$ cat src/oag_pkg.sv
// Functional notes
// - indexed mode adds the pointer and the signed index byte, -128 to +127
// - data space splits into system FF00-FFFF, special FE00-FEFF, RAM 0000-FDFF
// - the base pointer's area fixes the target area; displacement cannot leave it
// - RAM base displaced out of RAM reads back 0FFH without touching memory
// - special-area base keeps the low eight bits and adds 0FE00H
// - offset mode adds a signed 7-bit offset, -64 to +63, to the pointer named by ptr_num
// - direct mode takes the address from the operand, short or long forms
// - table word load reads two program bytes via pointer, indexed or offset
// - table word load uses a 17-bit pointer whose bit 16 is the RAM-bit-8 flag
// - bank flag, status bit 3, picks the 128K program bank; software sets it first
// - bank clear maps to 0-1FFFF, bank set maps to 20000-3FFFF
// - byte at the address goes to the accumulator, next byte to B
// - external forms build a 24-bit address, B as top byte
// - no external data path exists; only the address is produced
// - 64 two-byte pointers live at RAM 0 to 7FH, low byte first
//
package oag_pkg;

    // ------------------------------------------------------------
    // address map and field positions
    // ------------------------------------------------------------
    localparam logic [7:0]  SYS_PAGE       = 8'hFF;
    localparam logic [7:0]  SFR_PAGE       = 8'hFE;
    localparam logic [15:0] RAM_TOP        = 16'hFDFF;
    localparam logic [15:0] PTR_TABLE_BASE = 16'h0000;
    localparam logic [7:0]  BLOCKED_READ   = 8'hFF;
    localparam int          BANK_BIT       = 3;
    localparam int          RAM_BIT8_BIT   = 1;
    localparam int          ROM_AW         = 18;

    // ------------------------------------------------------------
    // types
    // ------------------------------------------------------------
    typedef enum logic [1:0] {
        AREA_RAM = 2'h0,
        AREA_SFR = 2'h1,
        AREA_SYS = 2'h2
    } area_e;

    typedef enum logic [1:0] {
        OP_LOAD  = 2'h0,
        OP_STORE = 2'h1,
        OP_TABLE = 2'h2,
        OP_EXT   = 2'h3
    } op_e;

    typedef enum logic [1:0] {
        MODE_PTR    = 2'h0,
        MODE_IDX    = 2'h1,
        MODE_OFF    = 2'h2,
        MODE_DIRECT = 2'h3
    } mode_e;

    typedef struct packed {
        op_e         op;
        mode_e       mode;
        logic [5:0]  ptr_num;
        logic [6:0]  offset;
        logic [15:0] direct;
        logic [7:0]  wdata;
    } req_s;

    typedef struct packed {
        req_s              req;
        logic [7:0]        idx;
        logic [7:0]        bhi;
        logic [7:0]        processor_status_word;
        logic [15:0]       ptr;
        logic              blk;
        logic [15:0]       ram_addr;
        logic              ram_rd;
        logic              ram_wr;
        logic [7:0]        ram_wdata;
        logic [ROM_AW-1:0] rom_addr;
        logic              rom_rd;
        logic              done;
        logic [7:0]        load_data;
        logic [7:0]        word_b;
        logic [15:0]       eff_addr;
        logic [23:0]       ext_addr;
        logic              ext_req;
        logic              busy;
    } ctx_s;

    localparam ctx_s CTX_RESET = '0;

    // area decode, shared by the displacer and the checks
    function automatic area_e area_of(input logic [15:0] a);
        if (a[15:8] == SYS_PAGE) return AREA_SYS;
        if (a[15:8] == SFR_PAGE) return AREA_SFR;
        return AREA_RAM;
    endfunction

endpackage

$ cat src/area_displacer.sv
`timescale 1ns/1ps
module area_displacer
    import oag_pkg::*;
(
    // base and signed displacement
    input  wire logic [15:0] base,
    input  wire logic [7:0]  disp,
    // folded result
    output logic      [15:0] addr,
    output logic             blocked
);

    logic [16:0] sum;

    // ------------------------------------------------------------
    // closed-area displacement
    // ------------------------------------------------------------
    // bit 16 of the sum catches a wrap below zero for a RAM base
    always_comb begin
        sum     = {1'b0, base} + {{9{disp[7]}}, disp};
        addr    = sum[15:0];
        blocked = 1'b0;
        case (area_of(base))
            AREA_RAM: blocked = sum[16] || (sum[15:0] > RAM_TOP);
            AREA_SFR: addr = {SFR_PAGE, sum[7:0]};
            default:  blocked = 1'b1; // system-area base never reaches memory
        endcase
    end

endmodule

$ cat src/table_address_former.sv
`timescale 1ns/1ps
module table_address_former
    import oag_pkg::*;
(
    // pointer, displacement and bank
    input  wire logic [15:0]       ptr,
    input  wire logic              bit16,
    input  wire logic              bank,
    input  wire logic [7:0]        disp,
    // program address
    output logic      [ROM_AW-1:0] rom_addr
);

    logic [16:0] sum;

    // ------------------------------------------------------------
    // 17-bit pointer inside the selected bank
    // ------------------------------------------------------------
    // the sum wraps inside the bank rather than spilling into the next one
    always_comb begin
        sum      = {bit16, ptr} + {{9{disp[7]}}, disp};
        rom_addr = {bank, sum};
    end

endmodule

$ cat src/operand_address_generator.sv
`timescale 1ns/1ps
module operand_address_generator
    import oag_pkg::*;
(
    // clock and reset
    input  wire logic              SYS_CLK,
    input  wire logic              RESETN,
    // request from the core
    input  wire logic              REQ_VALID,
    input  wire req_s              REQ,
    input  wire logic [7:0]        C_REG,
    input  wire logic [7:0]        B_REG,
    input  wire logic [7:0]        PROCESSOR_STATUS_WORD,
    output logic                   BUSY,
    // internal RAM and special registers
    output logic      [15:0]       RAM_ADDR,
    output logic                   RAM_RD,
    output logic                   RAM_WR,
    output logic      [7:0]        RAM_WDATA,
    input  wire logic [7:0]        RAM_RDATA,
    // program ROM
    output logic      [ROM_AW-1:0] ROM_ADDR,
    output logic                   ROM_RD,
    input  wire logic [7:0]        ROM_RDATA,
    // results
    output logic                   DONE,
    output logic      [7:0]        LOAD_DATA,
    output logic      [7:0]        WORD_B,
    output logic      [15:0]       EFF_ADDR,
    output logic      [23:0]       EXT_ADDR,
    output logic                   EXT_REQ
);

    // ------------------------------------------------------------
    // state
    // ------------------------------------------------------------
    typedef enum logic [9:0] {
        ST_IDLE = 10'h001,
        ST_PLO  = 10'h002,
        ST_PHI  = 10'h004,
        ST_GHI  = 10'h008,
        ST_CALC = 10'h010,
        ST_MRD  = 10'h020,
        ST_MCAP = 10'h040,
        ST_TLO  = 10'h080,
        ST_THI  = 10'h100,
        ST_TCAP = 10'h200
    } state_e;

    state_e             st_reg;
    state_e             st_next;
    ctx_s               r;
    ctx_s               n;
    logic [7:0]         disp;
    logic [15:0]        disp_addr;
    logic               disp_blk;
    logic [ROM_AW-1:0]  tbl_addr;
    logic [15:0]        ext_low;

    // ------------------------------------------------------------
    // displacement select
    // ------------------------------------------------------------
    // plain pointer and direct forms add nothing
    always_comb begin
        disp = 8'h00;
        case (r.req.mode)
            MODE_IDX: disp = r.idx;
            MODE_OFF: disp = {r.req.offset[6], r.req.offset};
            default:  disp = 8'h00;
        endcase
    end

    // raw sum for the external form, no area folding applies there
    assign ext_low = r.ptr + {{8{disp[7]}}, disp};

    area_displacer u_disp (
        .base    (r.ptr),
        .disp    (disp),
        .addr    (disp_addr),
        .blocked (disp_blk)
    );

    table_address_former u_tbl (
        .ptr      (r.ptr),
        .bit16    (r.processor_status_word[RAM_BIT8_BIT]),
        .bank     (r.processor_status_word[BANK_BIT]),
        .disp     (disp),
        .rom_addr (tbl_addr)
    );

    // ------------------------------------------------------------
    // sequencer next state
    // ------------------------------------------------------------
    // memory reads answer one cycle after the strobe, so each fetch is
    // strobed in one state and captured in the next
    always_comb begin
        n           = r;
        st_next     = st_reg;
        n.done      = 1'b0;
        n.ext_req   = 1'b0;
        n.ram_rd    = 1'b0;
        n.ram_wr    = 1'b0;
        n.rom_rd    = 1'b0;
        case (st_reg)
            ST_IDLE: begin
                n.busy = 1'b0;
                if (REQ_VALID) begin
                    n.req  = REQ;
                    n.idx  = C_REG;
                    n.bhi  = B_REG;
                    n.processor_status_word  = PROCESSOR_STATUS_WORD;
                    n.busy = 1'b1;
                    if (REQ.mode == MODE_DIRECT) begin
                        n.ptr   = REQ.direct;
                        st_next = ST_CALC;
                    end else begin
                        n.ram_addr = PTR_TABLE_BASE + {9'h000, REQ.ptr_num, 1'b0};
                        n.ram_rd   = 1'b1;
                        st_next    = ST_PLO;
                    end
                end
            end
            ST_PLO: begin
                n.ram_addr = r.ram_addr + 16'h0001;
                n.ram_rd   = 1'b1;
                st_next    = ST_PHI;
            end
            ST_PHI: begin
                n.ptr[7:0] = RAM_RDATA;
                st_next    = ST_GHI;
            end
            ST_GHI: begin
                n.ptr[15:8] = RAM_RDATA;
                st_next     = ST_CALC;
            end
            ST_CALC: begin
                n.eff_addr = disp_addr;
                n.blk      = disp_blk;
                case (r.req.op)
                    OP_LOAD: begin
                        if (disp_blk) begin
                            n.load_data = BLOCKED_READ;
                            n.done      = 1'b1;
                            n.busy      = 1'b0;
                            st_next     = ST_IDLE;
                        end else begin
                            n.ram_addr = disp_addr;
                            n.ram_rd   = 1'b1;
                            st_next    = ST_MRD;
                        end
                    end
                    OP_STORE: begin
                        if (!disp_blk) begin
                            n.ram_addr  = disp_addr;
                            n.ram_wdata = r.req.wdata;
                            n.ram_wr    = 1'b1;
                        end
                        n.done  = 1'b1;
                        n.busy  = 1'b0;
                        st_next = ST_IDLE;
                    end
                    OP_TABLE: begin
                        n.rom_addr = tbl_addr;
                        n.rom_rd   = 1'b1;
                        st_next    = ST_TLO;
                    end
                    default: begin
                        // address only: there is no external data path
                        n.ext_addr = {r.bhi, ext_low};
                        n.ext_req  = 1'b1;
                        n.done     = 1'b1;
                        n.busy     = 1'b0;
                        st_next    = ST_IDLE;
                    end
                endcase
            end
            ST_MRD: begin
                st_next = ST_MCAP;
            end
            ST_MCAP: begin
                n.load_data = RAM_RDATA;
                n.done      = 1'b1;
                n.busy      = 1'b0;
                st_next     = ST_IDLE;
            end
            ST_TLO: begin
                n.rom_addr = r.rom_addr + {{(ROM_AW-1){1'b0}}, 1'b1};
                n.rom_rd   = 1'b1;
                st_next    = ST_THI;
            end
            ST_THI: begin
                n.load_data = ROM_RDATA;
                st_next     = ST_TCAP;
            end
            ST_TCAP: begin
                n.word_b = ROM_RDATA;
                n.done   = 1'b1;
                n.busy   = 1'b0;
                st_next  = ST_IDLE;
            end
            default: begin
                n       = CTX_RESET;
                st_next = ST_IDLE;
            end
        endcase
    end

    // ------------------------------------------------------------
    // registers
    // ------------------------------------------------------------
    always_ff @(posedge SYS_CLK or negedge RESETN) begin
        if (!RESETN) begin
            st_reg <= ST_IDLE;
            r      <= CTX_RESET;
        end else begin
            st_reg <= st_next;
            r      <= n;
        end
    end

    // outputs straight from the context flops
    assign BUSY      = r.busy;
    assign RAM_ADDR  = r.ram_addr;
    assign RAM_RD    = r.ram_rd;
    assign RAM_WR    = r.ram_wr;
    assign RAM_WDATA = r.ram_wdata;
    assign ROM_ADDR  = r.rom_addr;
    assign ROM_RD    = r.rom_rd;
    assign DONE      = r.done;
    assign LOAD_DATA = r.load_data;
    assign WORD_B    = r.word_b;
    assign EFF_ADDR  = r.eff_addr;
    assign EXT_ADDR  = r.ext_addr;
    assign EXT_REQ   = r.ext_req;
endmodule

$ cat config.mk
export PLATFORM = sky130hd
export DESIGN_NAME = operand_address_generator
export DESIGN_NICKNAME = d
export VERILOG_FILES = /design/src/oag_pkg.sv /design/src/area_displacer.sv /design/src/table_address_former.sv /design/src/operand_address_generator.sv
export SDC_FILE = /design/constraint.sdc
export NUM_CORES = 1
export LEC_CHECK = 0
export BUFFER_PORTS_ARGS = -buffer_cell sky130_fd_sc_hd__buf_4
export CAP_MARGIN = 20
export CORE_MARGIN = 1.5
export CORE_UTILIZATION = 40
export DETAILED_ROUTE_END_ITERATION = 12
export SLEW_MARGIN = 20
export SYNTH_ARGS = -nofsm -noshare
export SYNTH_HDL_FRONTEND = slang
export SYNTH_HIERARCHICAL = 1
export SYNTH_SLANG_ARGS = --single-unit
$ cat constraint.sdc
create_clock -name SYS_CLK -period 7.1 [get_ports SYS_CLK]
set_input_delay 0.71 -clock SYS_CLK [delete_from_list [all_inputs] [get_ports SYS_CLK]]
set_output_delay 0.71 -clock SYS_CLK [all_outputs]
set_load 0.01 [all_outputs]
==> impl_metrics.prom <==
# TYPE chip_impl_metric gauge
chip_impl_metric{name="post_cts.resized_instances",unit=""} 0
chip_impl_metric{name="clock-sinks",unit=""} 167
chip_impl_metric{name="fin_setup_tns",unit="ns"} 0
chip_impl_metric{name="post_route_cells_drive_above_1_share",unit="%"} 21.5
chip_impl_info{name="critPathCapture",value="RAM_ADDR[15]$_DFFE_PN0P_"} 1
chip_impl_metric{name="fp.coreArea",unit="mm^2"} 0.0269
chip_impl_metric{name="met3_length",unit="um"} 2040
chip_impl_info{name="synth_area_leader_cell",value="sky130_fd_sc_hd__dfrtp_1"} 1
chip_impl_info{name="criticalPathCategory",value="reg -> reg"} 1
chip_impl_metric{name="clk-insertion-delay-late",unit="ns"} 0.44
chip_impl_info{name="rsz0062_at_grt",value="false"} 1
chip_impl_metric{name="slew_viol_final",unit=""} 0
chip_impl_info{name="ys_dominant_reg_cell",value="sky130_fd_sc_hd__dfrtp_1"} 1
chip_impl_info{name="outcome",value="finished clean"} 1
chip_impl_metric{name="synth-edff-count",unit=""} 0
chip_impl_metric{name="die_w",unit="um"} 168
chip_impl_metric{name="antenna_found_initial",unit=""} 1
chip_impl_metric{name="detailedRoute.firstPassIterationCount",unit=""} 5
chip_impl_metric{name="fp.dieArea",unit="mm^2"} 0.0283
chip_impl_info{name="crit_path_start",value="r[182]$_DFFE_PN0P_"} 1
chip_impl_metric{name="worst_r2r_path_depth",unit=""} 16
chip_impl_metric{name="timing.max_cap.violations",unit=""} 0
chip_impl_info{name="dr.max_layer_used",value="met5"} 1
chip_impl_metric{name="tightest_slew",unit="ns"} 1.03
chip_impl_metric{name="finalCoreUtilization",unit="%"} 45.7
chip_impl_info{name="cp-start-kind",value="flop"} 1
chip_impl_metric{name="clock-skew-final",unit="ns"} 0.0124
chip_impl_metric{name="insertedDiodeCount",unit=""} 0
chip_impl_metric{name="detail_route.wl_per_cell",unit="um"} 19.1
chip_impl_metric{name="power.density",unit="mW/mm^2"} 329
chip_impl_metric{name="max_stage_delay",unit="ns"} 0.80
chip_impl_metric{name="synth-xor-area-share",unit="%"} 3.93
chip_impl_metric{name="setup_viol_count_final",unit=""} 0
chip_impl_metric{name="placementRows",unit=""} 60
chip_impl_metric{name="timing.critical_path.required",unit="ns"} 7.45
chip_impl_metric{name="floorplan.initialDensity",unit="%"} 40.7
chip_impl_metric{name="syn_inst",unit=""} 1199
chip_impl_metric{name="mappedNetlistNets",unit=""} 1332
chip_impl_metric{name="timing.hold.ws",unit="ns"} 0.361
chip_impl_metric{name="largest_register_ffs",unit=""} 53
chip_impl_metric{name="fillCellCount",unit=""} 2596
chip_impl_metric{name="wl_met2",unit="um"} 13600
chip_impl_metric{name="synth_sequential_area_ratio",unit="%"} 38.2
chip_impl_info{name="crit-reg2reg-capture",value="RAM_ADDR[15]$_DFFE_PN0P_"} 1
chip_impl_metric{name="ff2ff_setup_slack",unit="ns"} 1.44
chip_impl_metric{name="wire_length_of_the_first_global_routing_pass",unit="um"} 48900
chip_impl_metric{name="synth-seq-cells",unit=""} 167
chip_impl_metric{name="track_usage",unit="%"} 21.9
chip_impl_metric{name="post_dp_hpwl",unit="um"} 21700
chip_impl_metric{name="design_power_total",unit="mW"} 4.05
chip_impl_metric{name="cts.reportedPaths.clkPinSlew",unit="ns"} 0.07
chip_impl_metric{name="avgViaCountPerCell",unit=""} 5.67
chip_impl_metric{name="ios",unit=""} 188
chip_impl_metric{name="clock_tree.buffer_depth",unit=""} 2
chip_impl_metric{name="drt_drc_violations_left",unit=""} 0
chip_impl_metric{name="max_freq",unit="MHz"} 177
chip_impl_info{name="yosysMostFrequentCell",value="sky130_fd_sc_hd__dfrtp_1"} 1
chip_impl_metric{name="pre_cts_slack",unit="ns"} 1.50
chip_impl_metric{name="place.port_buffers",unit=""} 181
chip_impl_metric{name="fin_ws",unit="ns"} 1.44
chip_impl_info{name="largest_family_of_logic_cells_by_synthesized_area",value="compound AO/OA/AOI/OAI gates"} 1
chip_impl_metric{name="vdd.ir_drop.worst",unit="uV"} 201
chip_impl_metric{name="ctsHtreeMaxLevel",unit=""} 4
chip_impl_metric{name="postRouteWirelength",unit="um"} 30500
chip_impl_metric{name="fin_crit_sh",unit="%"} 79.7
chip_impl_metric{name="final_nets",unit=""} 1374
chip_impl_metric{name="yosys.area.top_type_share",unit="%"} 38.0
chip_impl_info{name="worstHoldPathType",value="in -> async"} 1
chip_impl_info{name="critical-path-slowest-cell",value="sky130_fd_sc_hd__o41ai_2"} 1
chip_impl_metric{name="cts_inserted_buffers",unit=""} 17
chip_impl_metric{name="worst_path_arrival_time",unit="ns"} 6.01
chip_impl_info{name="tritoncts",value="yes"} 1
chip_impl_metric{name="synth.area.mux_share",unit="%"} 0.0916
chip_impl_metric{name="route.antenna.remaining_nets",unit=""} 0
chip_impl_info{name="critical_path.reg2reg.startpoint",value="r[182]$_DFFE_PN0P_"} 1
chip_impl_metric{name="synth-async-reset-ratio",unit="%"} 100
chip_impl_metric{name="synth_simple_gate_area_share",unit="%"} 18.9
chip_impl_metric{name="first_global_vias",unit=""} 8774
chip_impl_metric{name="maxSlewHeadroom",unit="%"} 31.4
chip_impl_metric{name="synth-compound-area-share",unit="%"} 22.5
chip_impl_metric{name="globalRoute.totalOverflow",unit=""} 0
chip_impl_metric{name="timing.critical_path.fanout_max",unit=""} 32
chip_impl_metric{name="period_needed",unit="ns"} 5.66
chip_impl_metric{name="gpl_congestion",unit=""} 0.871
chip_impl_info{name="critical_path.endpoint_type",value="flop"} 1
chip_impl_metric{name="ctsHoldBuffers",unit=""} 0
chip_impl_metric{name="syn2layout_area_growth",unit="%"} 12.5
chip_impl_metric{name="final_hold_viol_count",unit=""} 0
chip_impl_metric{name="postCtsSetupBuffers",unit=""} 0
chip_impl_info{name="root_buffer",value="sky130_fd_sc_hd__clkbuf_16"} 1
chip_impl_metric{name="ys.warnings.count",unit=""} 6
chip_impl_metric{name="detailroute.via_count",unit=""} 9049
chip_impl_metric{name="drt_first_iter_violations",unit=""} 709
chip_impl_metric{name="leakage_power_of_the_design",unit="nW"} 6.01
chip_impl_info{name="path_cells",value="inv_1, ha_1, a22oi_1, or2_2, inv_2, ha_1, and2_2, a311oi_2, o21ai_2, a221o_1, o41ai_2, nor2_1, nor2_1, a2111o_1, o21bai_1, o2bb2ai_1"} 1
chip_impl_metric{name="length_of_routed_wiring_on_met1",unit="um"} 14400
chip_impl_metric{name="synthDistinctLibCells",unit=""} 95
chip_impl_info{name="netlist_top_cells_count",value="sky130_fd_sc_hd__dfrtp_1 (166), sky130_fd_sc_hd__nand2_1 (161), sky130_fd_sc_hd__buf_4 (107)"} 1
chip_impl_metric{name="post_synthesis_adder_cell_area_fraction",unit="%"} 5.82
chip_impl_metric{name="floorplan.die.height",unit="um"} 168
chip_impl_metric{name="grt_start_max_net_pins",unit=""} 98
chip_impl_metric{name="syn-mean-instance-area",unit="um^2"} 9.12
chip_impl_metric{name="synthesis.area",unit="mm^2"} 0.0109
chip_impl_info{name="synth.top_cells.by_area",value="sky130_fd_sc_hd__dfrtp_1 (38%), sky130_fd_sc_hd__buf_4 (7.3%), sky130_fd_sc_hd__nand2_1 (5.5%)"} 1
chip_impl_info{name="top_register",value="r"} 1
## cell usage in the layout, fill, tap and decap left out, drive strengths merged, types with 18 or more instances in the layout
cell | Yosys | layout
o21ai | 95 | 95
clkbuf | 19 | 18
nor2 | 73 | 73
inv | 19 | 24
a22o | 58 | 58
nand3 | 53 | 53
and3 | 19 | 19
buf | 143 | 185
dfrtp | 166 | 166
a21oi | 42 | 42
a22oi | 25 | 25
nand2 | 162 | 162
xnor2 | 33 | 33
o211ai | 18 | 18
ha | 46 | 46
## stage by stage
| step | area [um^2] | cells |
|---|---|---|
| after global routing | 12300 | 1595 |
| after detailed placement | 11700 | 1563 |
| after CTS | 12300 | 1595 |
| after floorplan | 10900 | 1199 |
| after global placement | 11700 | 1563 |
| final | 12300 | 1595 |
## layout make-up
cell class / instances / area [um^2] / share of cell area, %
clock buffers: 18 / 429 / 3.49
clock inverters: 14 / 190 / 1.55
inverters: 19 / 71.3 / 0.580
multi-input cells: 851 / 5610 / 45.6
flip-flops and latches: 167 / 4180 / 34.0
well taps: 341 / 427 / 3.47
repair buffers: 185 / 1390 / 11.3
## cells by family after synthesis
logic type | Yosys count
muxes | 1
buffers and inverters | 181
AOI/OAI and AO/OA | 341
adders and majority gates | 49
DFF | 167
xor gates and xnor gates | 49
and+or+nand+nor | 411
## power by group
part | total, mW | switching [mW] | internal, mW
clock | 1.00 | 0.440 | 0.565
sequential | 1.31 | 0.197 | 1.11
combinational | 1.74 | 1.16 | 0.574
total | 4.05 | 1.80 | 2.25
## critical path: cells and delay by family (launching register included)
| kind | cells | cell delay (ns) |
|---|---|---|
| AO/OA/AOI/OAI | 8 | 2.93 |
| buffers and inverters | 2 | 0.56 |
| adder cells (fa/ha/maj) | 2 | 0.69 |
| AND/OR/NAND/NOR | 4 | 0.97 |
| flip-flops | 1 | 0.39 |
## metal layers
| layer | vias up | GRT usage (%) |
|---|---|---|
| li1 | 4353 | - |
| met1 | 4374 | 30.4 |
| met2 | 290 | 34.0 |
| met3 | 30 | 5.67 |
| met4 | 2 | 5.47 |
| met5 | - | 0 |
## worst min-delay path by stage
| stage | end | slack (ns) | depth (start not counted) |
|---|---|---|---|
| 5_1_grt | r[146]$_DFFE_PN0P_ | 0.44 | 1 |
| 6_report | r[151]$_DFFE_PN0P_ | 0.36 | 1 |
| 4_1_cts | r[151]$_DFFE_PN0P_ | 0.40 | 1 |
| 3_3_place_gp | r[134]$_DFFE_PN0P_ | 0.45 | 2 |
| 2_1_floorplan | BUSY$_DFFE_PN0P_ | 0.41 | 0 |
| 3_5_place_dp | r[149]$_DFFE_PN0P_ | 0.46 | 2 |
Note: power is estimated with default switching activity, not from simulation.
